==> src/logic/asp_consts.vh <==
// Constants for the AFE serial port and path control block
`ifndef ASP_CONSTS_VH
`define ASP_CONSTS_VH

`define ASP_WORD_BITS 24
`define ASP_FRAME_BITS 48
`define ASP_CNT_W 6
`define ASP_FRAME_CNT 6'h30

`define ASP_CLK_MHZ 10
`define ASP_STANDBY_US 1000
`define ASP_STANDBY_CYCLES (`ASP_STANDBY_US * `ASP_CLK_MHZ)
`define ASP_IDLE_W 16

`define ASP_ADDR_W 8
`define ASP_REG_CTRL 8'h00
`define ASP_REG_PEND 8'h04
`define ASP_REG_TXSAMP 8'h08
`define ASP_REG_RXSAMP 8'h0c
`define ASP_REG_RXAUX 8'h10
`define ASP_REG_STATUS 8'h14

`define ASP_CTRL_RESET 24'h000000
`define ASP_CW_ADC_LO 0
`define ASP_CW_ADC_HI 1
`define ASP_CW_MON_LO 2
`define ASP_CW_MON_HI 3
`define ASP_CW_HANDSET 4
`define ASP_CW_WIDEBAND 5

`define ASP_ST_STANDBY 0
`define ASP_ST_AWAKE 1
`define ASP_ST_IN_BUSY 2
`define ASP_ST_OUT_BUSY 3

`endif

==> src/logic/asp_shift_in.v <==
// Serial input shift register with bit counter
`timescale 1ns/1ps
`include "asp_consts.vh"
module asp_shift_in (
  input wire mclk,
  input wire rst,
  input wire clear,
  input wire sample,
  input wire bitIn,
  output reg [`ASP_FRAME_BITS-1:0] data,
  output reg [`ASP_CNT_W-1:0] count
);
  always @(posedge mclk)
  begin
    if (rst || clear)
    begin
      data <= {`ASP_FRAME_BITS{1'b0}};
      count <= {`ASP_CNT_W{1'b0}};
    end
    else if (sample && count != `ASP_FRAME_CNT)
    begin
      // Extra bits beyond one frame are dropped, not shifted in
      data <= {data[`ASP_FRAME_BITS-2:0], bitIn};
      count <= count + 6'h01;
    end
  end
endmodule // asp_shift_in

==> src/logic/asp_shift_out.v <==
// Serial output shift register, most significant bit first
`timescale 1ns/1ps
`include "asp_consts.vh"
module asp_shift_out (
  input wire mclk,
  input wire rst,
  input wire load,
  input wire [`ASP_FRAME_BITS-1:0] loadData,
  input wire shift,
  output wire bitOut,
  output reg [`ASP_CNT_W-1:0] remaining
);
  reg [`ASP_FRAME_BITS-1:0] dataQ;

  assign bitOut = dataQ[`ASP_FRAME_BITS-1];

  always @(posedge mclk)
  begin
    if (rst)
    begin
      dataQ <= {`ASP_FRAME_BITS{1'b0}};
      remaining <= {`ASP_CNT_W{1'b0}};
    end
    else if (load)
    begin
      dataQ <= loadData;
      remaining <= `ASP_FRAME_CNT;
    end
    else if (shift && remaining != 6'h00)
    begin
      dataQ <= {dataQ[`ASP_FRAME_BITS-2:0], 1'b0};
      remaining <= remaining - 6'h01;
    end
  end
endmodule // asp_shift_out

==> src/logic/asp_top.v <==
// AFE serial data/control port with path routing and APB register access
// Summary of operation
// - A falling in-frame request arms reception of two 24-bit words.
// - Serial input is sampled on each converter clock rising edge.
// - A falling out-frame request starts sending two 24-bit words.
// - Serial output changes on converter clock falling edges.
// - Output words go MSB first; samples are two's complement.
// - Out-frame window rises at data start and falls at data end.
// - Reset clears internal logic and the whole control register.
// - Line driver shutdown pin high powers down the line transmit driver.
// - Loudspeaker shutdown pin high powers down the speaker driver.
// - Wideband select bit set widens filter bandwidths.
// - Sidetone feeds speaker path when earphone, mic and transmitter are on.
// - Both ADC source bits set select the microphone input.
// - Handset select bit set enables the earphone driver.
// - Handset with both monitor bits set gives sidetone plus receive.
// - Pulse speaker output is a one-bit copy of the speaker stage.
// - Control bits wait one strobe; window fall loads the previous ones.
// - After reset release, stay idle until first converter clock rise.
// - Converter clock static 1 ms enters standby; toggling wakes it.
`timescale 1ns/1ps
`include "asp_consts.vh"
module asp_top #(
  parameter STANDBY_CYCLES = `ASP_STANDBY_CYCLES
) (
  input wire mclk,
  input wire rst,
  input wire psel,
  input wire penable,
  input wire pwrite,
  input wire [`ASP_ADDR_W-1:0] paddr,
  input wire [31:0] pwdata,
  output reg [31:0] prdata,
  output reg pready,
  output reg pslverr,
  input wire converterClock,
  input wire inFrameRequest,
  input wire serialInLine,
  input wire inFrameWindow,
  input wire outFrameRequest,
  output reg serialOutLine,
  output reg outFrameWindow,
  input wire lineDriverShutdown,
  input wire loudspeakerShutdown,
  input wire factoryPinA,
  input wire factoryPinB,
  output reg pulseSpeakerOut,
  output reg lineDriverOn,
  output reg speakerOn,
  output reg earphoneOn,
  output reg digitalSpeakerOn,
  output reg micSelected,
  output reg sidetoneToSpeaker,
  output reg sidetoneToEarphone,
  output reg widebandFilters,
  output reg standby
);
  reg convQ;
  reg convPrevQ;
  reg inReqQ;
  reg inReqPrevQ;
  reg inWinQ;
  reg inWinPrevQ;
  reg outReqQ;
  reg outReqPrevQ;
  reg awakeQ;
  reg [`ASP_IDLE_W-1:0] idleCntQ;
  reg inArmedQ;
  reg outBusyQ;
  reg [`ASP_WORD_BITS-1:0] ctrlQ;
  reg [`ASP_WORD_BITS-1:0] pendQ;
  reg [`ASP_WORD_BITS-1:0] txSampQ;
  reg [`ASP_WORD_BITS-1:0] rxSampQ;
  reg [`ASP_WORD_BITS-1:0] rxAuxQ;
  reg [31:0] rdataD;
  reg rdErrD;
  reg [`ASP_WORD_BITS-1:0] spkStageD;

  wire convRise = convQ & ~convPrevQ;
  wire convFall = ~convQ & convPrevQ;
  wire portsLive = awakeQ & ~standby;
  wire inReqFall = ~inReqQ & inReqPrevQ;
  wire outReqFall = ~outReqQ & outReqPrevQ;
  wire inWinFall = ~inWinQ & inWinPrevQ;
  wire factoryOk = ~factoryPinA & ~factoryPinB;
  wire apbAccess = psel & penable;
  wire apbDone = apbAccess & pready;

  wire [`ASP_FRAME_BITS-1:0] inData;
  wire [`ASP_CNT_W-1:0] inCount;
  wire outBit;
  wire [`ASP_CNT_W-1:0] outRemain;

  wire handset = ctrlQ[`ASP_CW_HANDSET];
  wire monHi = ctrlQ[`ASP_CW_MON_HI];
  wire monLo = ctrlQ[`ASP_CW_MON_LO];
  wire micSel = ctrlQ[`ASP_CW_ADC_HI] & ctrlQ[`ASP_CW_ADC_LO];

  // Pins are sampled once; the port is taken as synchronous to mclk
  always @(posedge mclk)
  begin
    if (rst)
    begin
      convQ <= 1'b0;
      convPrevQ <= 1'b0;
      inReqQ <= 1'b1;
      inReqPrevQ <= 1'b1;
      inWinQ <= 1'b0;
      inWinPrevQ <= 1'b0;
      outReqQ <= 1'b1;
      outReqPrevQ <= 1'b1;
    end
    else
    begin
      convQ <= converterClock;
      convPrevQ <= convQ;
      inReqQ <= inFrameRequest;
      inReqPrevQ <= inReqQ;
      inWinQ <= inFrameWindow;
      inWinPrevQ <= inWinQ;
      outReqQ <= outFrameRequest;
      outReqPrevQ <= outReqQ;
    end
  end

  // Awake flag and idle-clock watchdog
  always @(posedge mclk)
  begin
    if (rst)
    begin
      awakeQ <= 1'b0;
      idleCntQ <= {`ASP_IDLE_W{1'b0}};
      standby <= 1'b0;
    end
    else
    begin
      if (convRise)
        awakeQ <= 1'b1;
      if (convRise || convFall)
      begin
        idleCntQ <= {`ASP_IDLE_W{1'b0}};
        standby <= 1'b0;
      end
      else if (idleCntQ == STANDBY_CYCLES[`ASP_IDLE_W-1:0] - 16'h0001)
        standby <= 1'b1;
      else
        idleCntQ <= idleCntQ + 16'h0001;
    end
  end

  // Input frame: armed by request fall, bits taken while the window is high
  asp_shift_in uIn (
    .mclk(mclk),
    .rst(rst),
    .clear(inReqFall),
    .sample(inArmedQ & inWinQ & convRise & portsLive),
    .bitIn(serialInLine),
    .data(inData),
    .count(inCount)
  );

  always @(posedge mclk)
  begin
    if (rst)
    begin
      inArmedQ <= 1'b0;
      ctrlQ <= `ASP_CTRL_RESET;
      pendQ <= `ASP_CTRL_RESET;
      txSampQ <= {`ASP_WORD_BITS{1'b0}};
    end
    else if (!portsLive)
      inArmedQ <= 1'b0;
    else if (inReqFall)
      inArmedQ <= 1'b1;
    else if (inArmedQ && inWinFall)
    begin
      inArmedQ <= 1'b0;
      ctrlQ <= pendQ;
      // A short frame still applies the held bits but keeps nothing new
      if (inCount == `ASP_FRAME_CNT)
      begin
        txSampQ <= inData[`ASP_FRAME_BITS-1:`ASP_WORD_BITS];
        pendQ <= inData[`ASP_WORD_BITS-1:0];
      end
    end
  end

  // Output frame
  asp_shift_out uOut (
    .mclk(mclk),
    .rst(rst),
    .load(outReqFall & portsLive & ~outBusyQ),
    .loadData({rxSampQ, rxAuxQ}),
    .shift(outBusyQ & convFall),
    .bitOut(outBit),
    .remaining(outRemain)
  );

  always @(posedge mclk)
  begin
    if (rst)
    begin
      outBusyQ <= 1'b0;
      serialOutLine <= 1'b0;
      outFrameWindow <= 1'b0;
    end
    else if (!portsLive)
    begin
      outBusyQ <= 1'b0;
      serialOutLine <= 1'b0;
      outFrameWindow <= 1'b0;
    end
    else if (outReqFall && !outBusyQ)
      outBusyQ <= 1'b1;
    else if (outBusyQ && convFall)
    begin
      if (outRemain != 6'h00)
      begin
        serialOutLine <= outBit;
        outFrameWindow <= 1'b1;
      end
      else
      begin
        serialOutLine <= 1'b0;
        outFrameWindow <= 1'b0;
        outBusyQ <= 1'b0;
      end
    end
  end

  // Speaker first stage: transmit, receive or their sum by monitor code
  always @*
  begin
    spkStageD = {`ASP_WORD_BITS{1'b0}};
    if (monHi && monLo)
      spkStageD = txSampQ + rxSampQ;
    else if (monHi)
      spkStageD = rxSampQ;
    else if (monLo)
      spkStageD = txSampQ;
  end

  // Path routing outputs
  always @(posedge mclk)
  begin
    if (rst)
    begin
      pulseSpeakerOut <= 1'b0;
      lineDriverOn <= 1'b0;
      speakerOn <= 1'b0;
      earphoneOn <= 1'b0;
      digitalSpeakerOn <= 1'b0;
      micSelected <= 1'b0;
      sidetoneToSpeaker <= 1'b0;
      sidetoneToEarphone <= 1'b0;
      widebandFilters <= 1'b0;
    end
    else
    begin
      // Factory pins out of spec turn off line, speaker, earphone, digital and pulse speaker outputs
      lineDriverOn <= factoryOk & ~lineDriverShutdown;
      speakerOn <= factoryOk & ~loudspeakerShutdown & ~handset;
      earphoneOn <= factoryOk & handset & ~loudspeakerShutdown;
      digitalSpeakerOn <= factoryOk & ~handset;
      micSelected <= micSel;
      sidetoneToSpeaker <= handset & micSel & ~lineDriverShutdown;
      sidetoneToEarphone <= handset & monHi & monLo;
      widebandFilters <= ctrlQ[`ASP_CW_WIDEBAND];
      // Sign bit quantises the two's complement stage output
      pulseSpeakerOut <= factoryOk & ~handset & ~spkStageD[`ASP_WORD_BITS-1];
    end
  end

  // APB read mux
  always @*
  begin
    rdataD = 32'h00000000;
    rdErrD = 1'b0;
    if (paddr == `ASP_REG_CTRL)
      rdataD = {8'h00, ctrlQ};
    else if (paddr == `ASP_REG_PEND)
      rdataD = {8'h00, pendQ};
    else if (paddr == `ASP_REG_TXSAMP)
      rdataD = {8'h00, txSampQ};
    else if (paddr == `ASP_REG_RXSAMP)
      rdataD = {8'h00, rxSampQ};
    else if (paddr == `ASP_REG_RXAUX)
      rdataD = {8'h00, rxAuxQ};
    else if (paddr == `ASP_REG_STATUS)
    begin
      rdataD[`ASP_ST_STANDBY] = standby;
      rdataD[`ASP_ST_AWAKE] = awakeQ;
      rdataD[`ASP_ST_IN_BUSY] = inArmedQ;
      rdataD[`ASP_ST_OUT_BUSY] = outBusyQ;
    end
    else
      rdErrD = 1'b1;
  end

  // One wait state keeps pready and prdata registered
  always @(posedge mclk)
  begin
    if (rst)
    begin
      pready <= 1'b0;
      pslverr <= 1'b0;
      prdata <= 32'h00000000;
      rxSampQ <= {`ASP_WORD_BITS{1'b0}};
      rxAuxQ <= {`ASP_WORD_BITS{1'b0}};
    end
    else
    begin
      pready <= apbAccess & ~pready;
      if (apbAccess && !pready)
      begin
        pslverr <= rdErrD;
        prdata <= pwrite ? 32'h00000000 : rdataD;
      end
      else
      begin
        pslverr <= 1'b0;
        prdata <= 32'h00000000;
      end
      if (apbDone && pwrite)
      begin
        if (paddr == `ASP_REG_RXSAMP)
          rxSampQ <= pwdata[`ASP_WORD_BITS-1:0];
        else if (paddr == `ASP_REG_RXAUX)
          rxAuxQ <= pwdata[`ASP_WORD_BITS-1:0];
      end
    end
  end
endmodule // asp_top

==> config.mk <==
export PLATFORM = sky130hd
export DESIGN_NAME = asp_top
export DESIGN_NICKNAME = d
export VERILOG_FILES = /design/src/logic/asp_shift_in.v /design/src/logic/asp_shift_out.v /design/src/logic/asp_top.v
export VERILOG_INCLUDE_DIRS = /design/src /design/src/logic
export SDC_FILE = /design/constraint.sdc
export NUM_CORES = 1
export LEC_CHECK = 0
export BUFFER_PORTS_ARGS = -buffer_cell sky130_fd_sc_hd__clkbuf_2
export CAP_MARGIN = 40
export CORE_MARGIN = 2
export CORE_UTILIZATION = 45
export CTS_BUF_LIST = sky130_fd_sc_hd__clkbuf_2 sky130_fd_sc_hd__clkbuf_4 sky130_fd_sc_hd__clkbuf_8
export DETAILED_ROUTE_END_ITERATION = 16
export PLACE_DENSITY_LB_ADDON = 0.15
export RECOVER_POWER = 25
export SLEW_MARGIN = 0
export SYNTH_ARGS = -nofsm -noshare
export SYNTH_HDL_FRONTEND = slang
export SYNTH_SLANG_ARGS = --single-unit
==> constraint.sdc <==
create_clock -name mclk -period 2.4 [get_ports mclk]
set_clock_uncertainty 0.15 [all_clocks]
set_input_delay 0.12 -clock mclk [delete_from_list [all_inputs] [get_ports mclk]]
set_output_delay 0.12 -clock mclk [all_outputs]
set_load 0.01 [all_outputs]
==> flow_summary.ini <==
[timing]
maxSlewViolCount = 0
post-route-period-util = 0.917
fmax_mhz = 454
tns_ns = 0
finalSetupViolations = 0
holdWs_ns = 0.0533
grt_setup_unrepaired = no
fin_crit_ns = 2.20
max_slew.worst_pin.slew_ns = 1.36
fin_ws_ns = 0.198
relSlewSlack = 0.0904
hold_viol = 0

[route]
vias = 9740
viasPerCell = 5.28
drt-pass1-iter-count = 5
wl_per_cell_um = 16.5
route.detailed.drc = 0
ant_nets = 0
wirelength_mm = 30.4
drt_iter0_markers = 795

[setup_path]
ff2ff_path_depth = 6
cp.required_ns = 2.73
cp-endpoint = pslverr
crit_type = input port to register
startpoint = penable
r2r_end = pulseSpeakerOut
end_kind = register
rrSetupSlack_ns = 0.21
rr_startpoint = rxSampQ[20]
critPathLaunchType = input port
cp_max_fo = 3
crit_arrival_ns = 2.53

[power]
combPwrFrac = 0.032
p_sw_frac = 0.215
pwr_density_cell_nw_per_um2 = 716
clkPwrFrac = 0.479
power_frac_seq = 0.489
p_int_mw = 7.92
switchingPower_mw = 2.16
cellLeakagePower_nw = 4.93
ir_drop_uv = 496

[placement]
dp.cells = 1709
post-place-ws_ns = 0.241
gp_congestion = 0.836
dp_hpwl_mm = 20.3
port_buffers = 83

[min_path]
hold_class = input port to register

[clock_network]
h-tree-depth = 2
numCtsBuffers = 50
cts_root_buf = clkbuf_8
clk_latency_ns = 0.56
cts_max_path_buffers = 3
clock_sinks = 293
cts_tree = yes
clk_pin_slew_ns = 0.06

[global_route]
grt_overflow_total = 0
grt_util_all_layers = 0.216
antenna_found_initial = 0
grt_max_degree = 74
grt_pass1_vias = 9218
grt_pass1_wl_mm = 48.7

[floorplan]
dieArea_um2 = 27600
start_util = 0.457
ios = 100
fp.dieW_um = 166
fp.coreArea_um2 = 25900
fp.dieH_um = 166
num_rows = 59

[yosys]
synth-seq-area-share = 0.495
syn_area_um2 = 11800
yosysUniqueCellTypes = 52
postSynthCellCount = 1349
async_reset_ff_frac = 0
syn-mean-instance-area_um2 = 8.78
ys_seq_elements = 293
synthFlopType = dfxtp_1
synth_edf_count = 0
yosysWarnings = 0

[status]
status = completed

[final_layout]
stdcell_count = 1845
mostFrequentLayoutCells = nand2_1, dfxtp_1, a21oi_1
regArea_um2 = 5870
mostFrequentLayoutCell = nand2_1
antenna_cells = 0
fillers = 2518
area_growth_pct = 19.0
multiInputGateArea_um2 = 5430
finalNetCount = 1554
drive_gt1_frac = 0.128

[job]
cap_violations = 0
## power by group through the flow
stage | sequential, mW | combinational, mW | clock (mW)
6_report | 4.93 | 0.320 | 4.83
5_1_grt | 4.93 | 0.351 | 5.19
2_1_floorplan | 5.03 | 0.173 | 0
3_5_place_dp | 5.04 | 0.273 | 0
3_3_place_gp | 5.04 | 0.271 | 0
4_1_cts | 4.93 | 0.327 | 4.94
## synthesized netlist by cell type (8+ instances only)
library cell,count,area [um^2]
a21oi_1,160,801
nand3_1,8,40.0
nand2b_1,8,50.1
nor2_1,113,424
xor2_1,16,140
nor3_1,11,55.1
a21oi_2,20,175
dfxtp_1,293,5870
ha_1,28,350
buf_4,11,82.6
a22oi_1,20,150
buf_2,26,130
mux2i_1,80,801
inv_1,9,33.8
nand4_1,15,93.8
nand2_1,316,1190
a222oi_1,20,200
nor2b_1,8,50.1
clkbuf_1,58,218
a211oi_1,50,375
## per-layer routing
layer,track usage,vias up,wire (um)
li1,-,4892,-
met1,0.314,4603,14700
met2,0.336,203,13600
met3,0.0296,42,1520
met4,0.0624,0,542
met5,0,-,0
## worst min-delay path by stage
stage                        startpoint           end  slack, ns  cells after the start
floorplan            lineDriverShutdown  lineDriverOn       0.04                      1
global placement    loudspeakerShutdown    earphoneOn       0.15                      2
detailed placement  loudspeakerShutdown    earphoneOn       0.16                      2
CTS                              pwrite    prdata[21]       0.02                      4
global route                     pwrite    prdata[21]       0.05                      4
finish                           pwrite    prdata[21]       0.05                      4
## stage by stage
step,utilization,total power [mW],cell area (um^2)
floorplan,-,5.20,11900
CTS,0.548,10.2,14200
global placement,0.487,5.31,12600
finish,0.544,10.1,14100
detailed placement,0.487,5.31,12600
global route,0.544,10.5,14100
## sequential cells by signal, summed over array words and instances (netlist names), 6 cells and up
name / flops
ctrlQ: 24
idleCntQ: 16
pendQ: 24
prdata: 24
rxAuxQ: 24
rxSampQ: 24
txSampQ: 24
uIn.count: 6
uIn.data: 48
uOut.dataQ: 48
uOut.remaining: 6
## cell families after synthesis
family,after synthesis,share of synthesized area
XOR/XNOR,23,0.0170
AND/OR/NAND/NOR,518,0.185
multiplexers,80,0.0676
other,1,0.000317
AO/OA/AOI/OAI,295,0.159
adder cells (fa/ha/maj),28,0.0296
buffers and inverters,111,0.0461
flip-flops,293,0.495
## worst max-delay path: stages
cell,delay [ns]
dlygate4sd3_1,0.53
clkbuf_2,0.11
nand2_1,0.04
dlygate4sd3_1,0.56
nor3_2,0.27
a21boi_0,0.30
dlygate4sd3_1,0.61
## timing repair
| item | 4_1_cts | 5_1_grt |
|---|---|---|
| hold buffers | 46 | 0 |
| endpoints found under the setup margin | 0 | 1 |
| resized for setup | 0 | 1 |
| endpoints found under the hold margin | 78 | 0 |
| setup buffers | 0 | 0 |
## layout make-up
| cell class | count | share of cell area |
|---|---|---|
| clock inverters | 8 | 0.00657 |
| repair buffers | 166 | 0.0871 |
| clock buffers | 82 | 0.0721 |
| multi-input cells | 952 | 0.386 |
| inverters | 9 | 0.00240 |
| well taps | 335 | 0.0298 |
| flip-flops and latches | 293 | 0.416 |
Power figures use the tool's default switching activity.
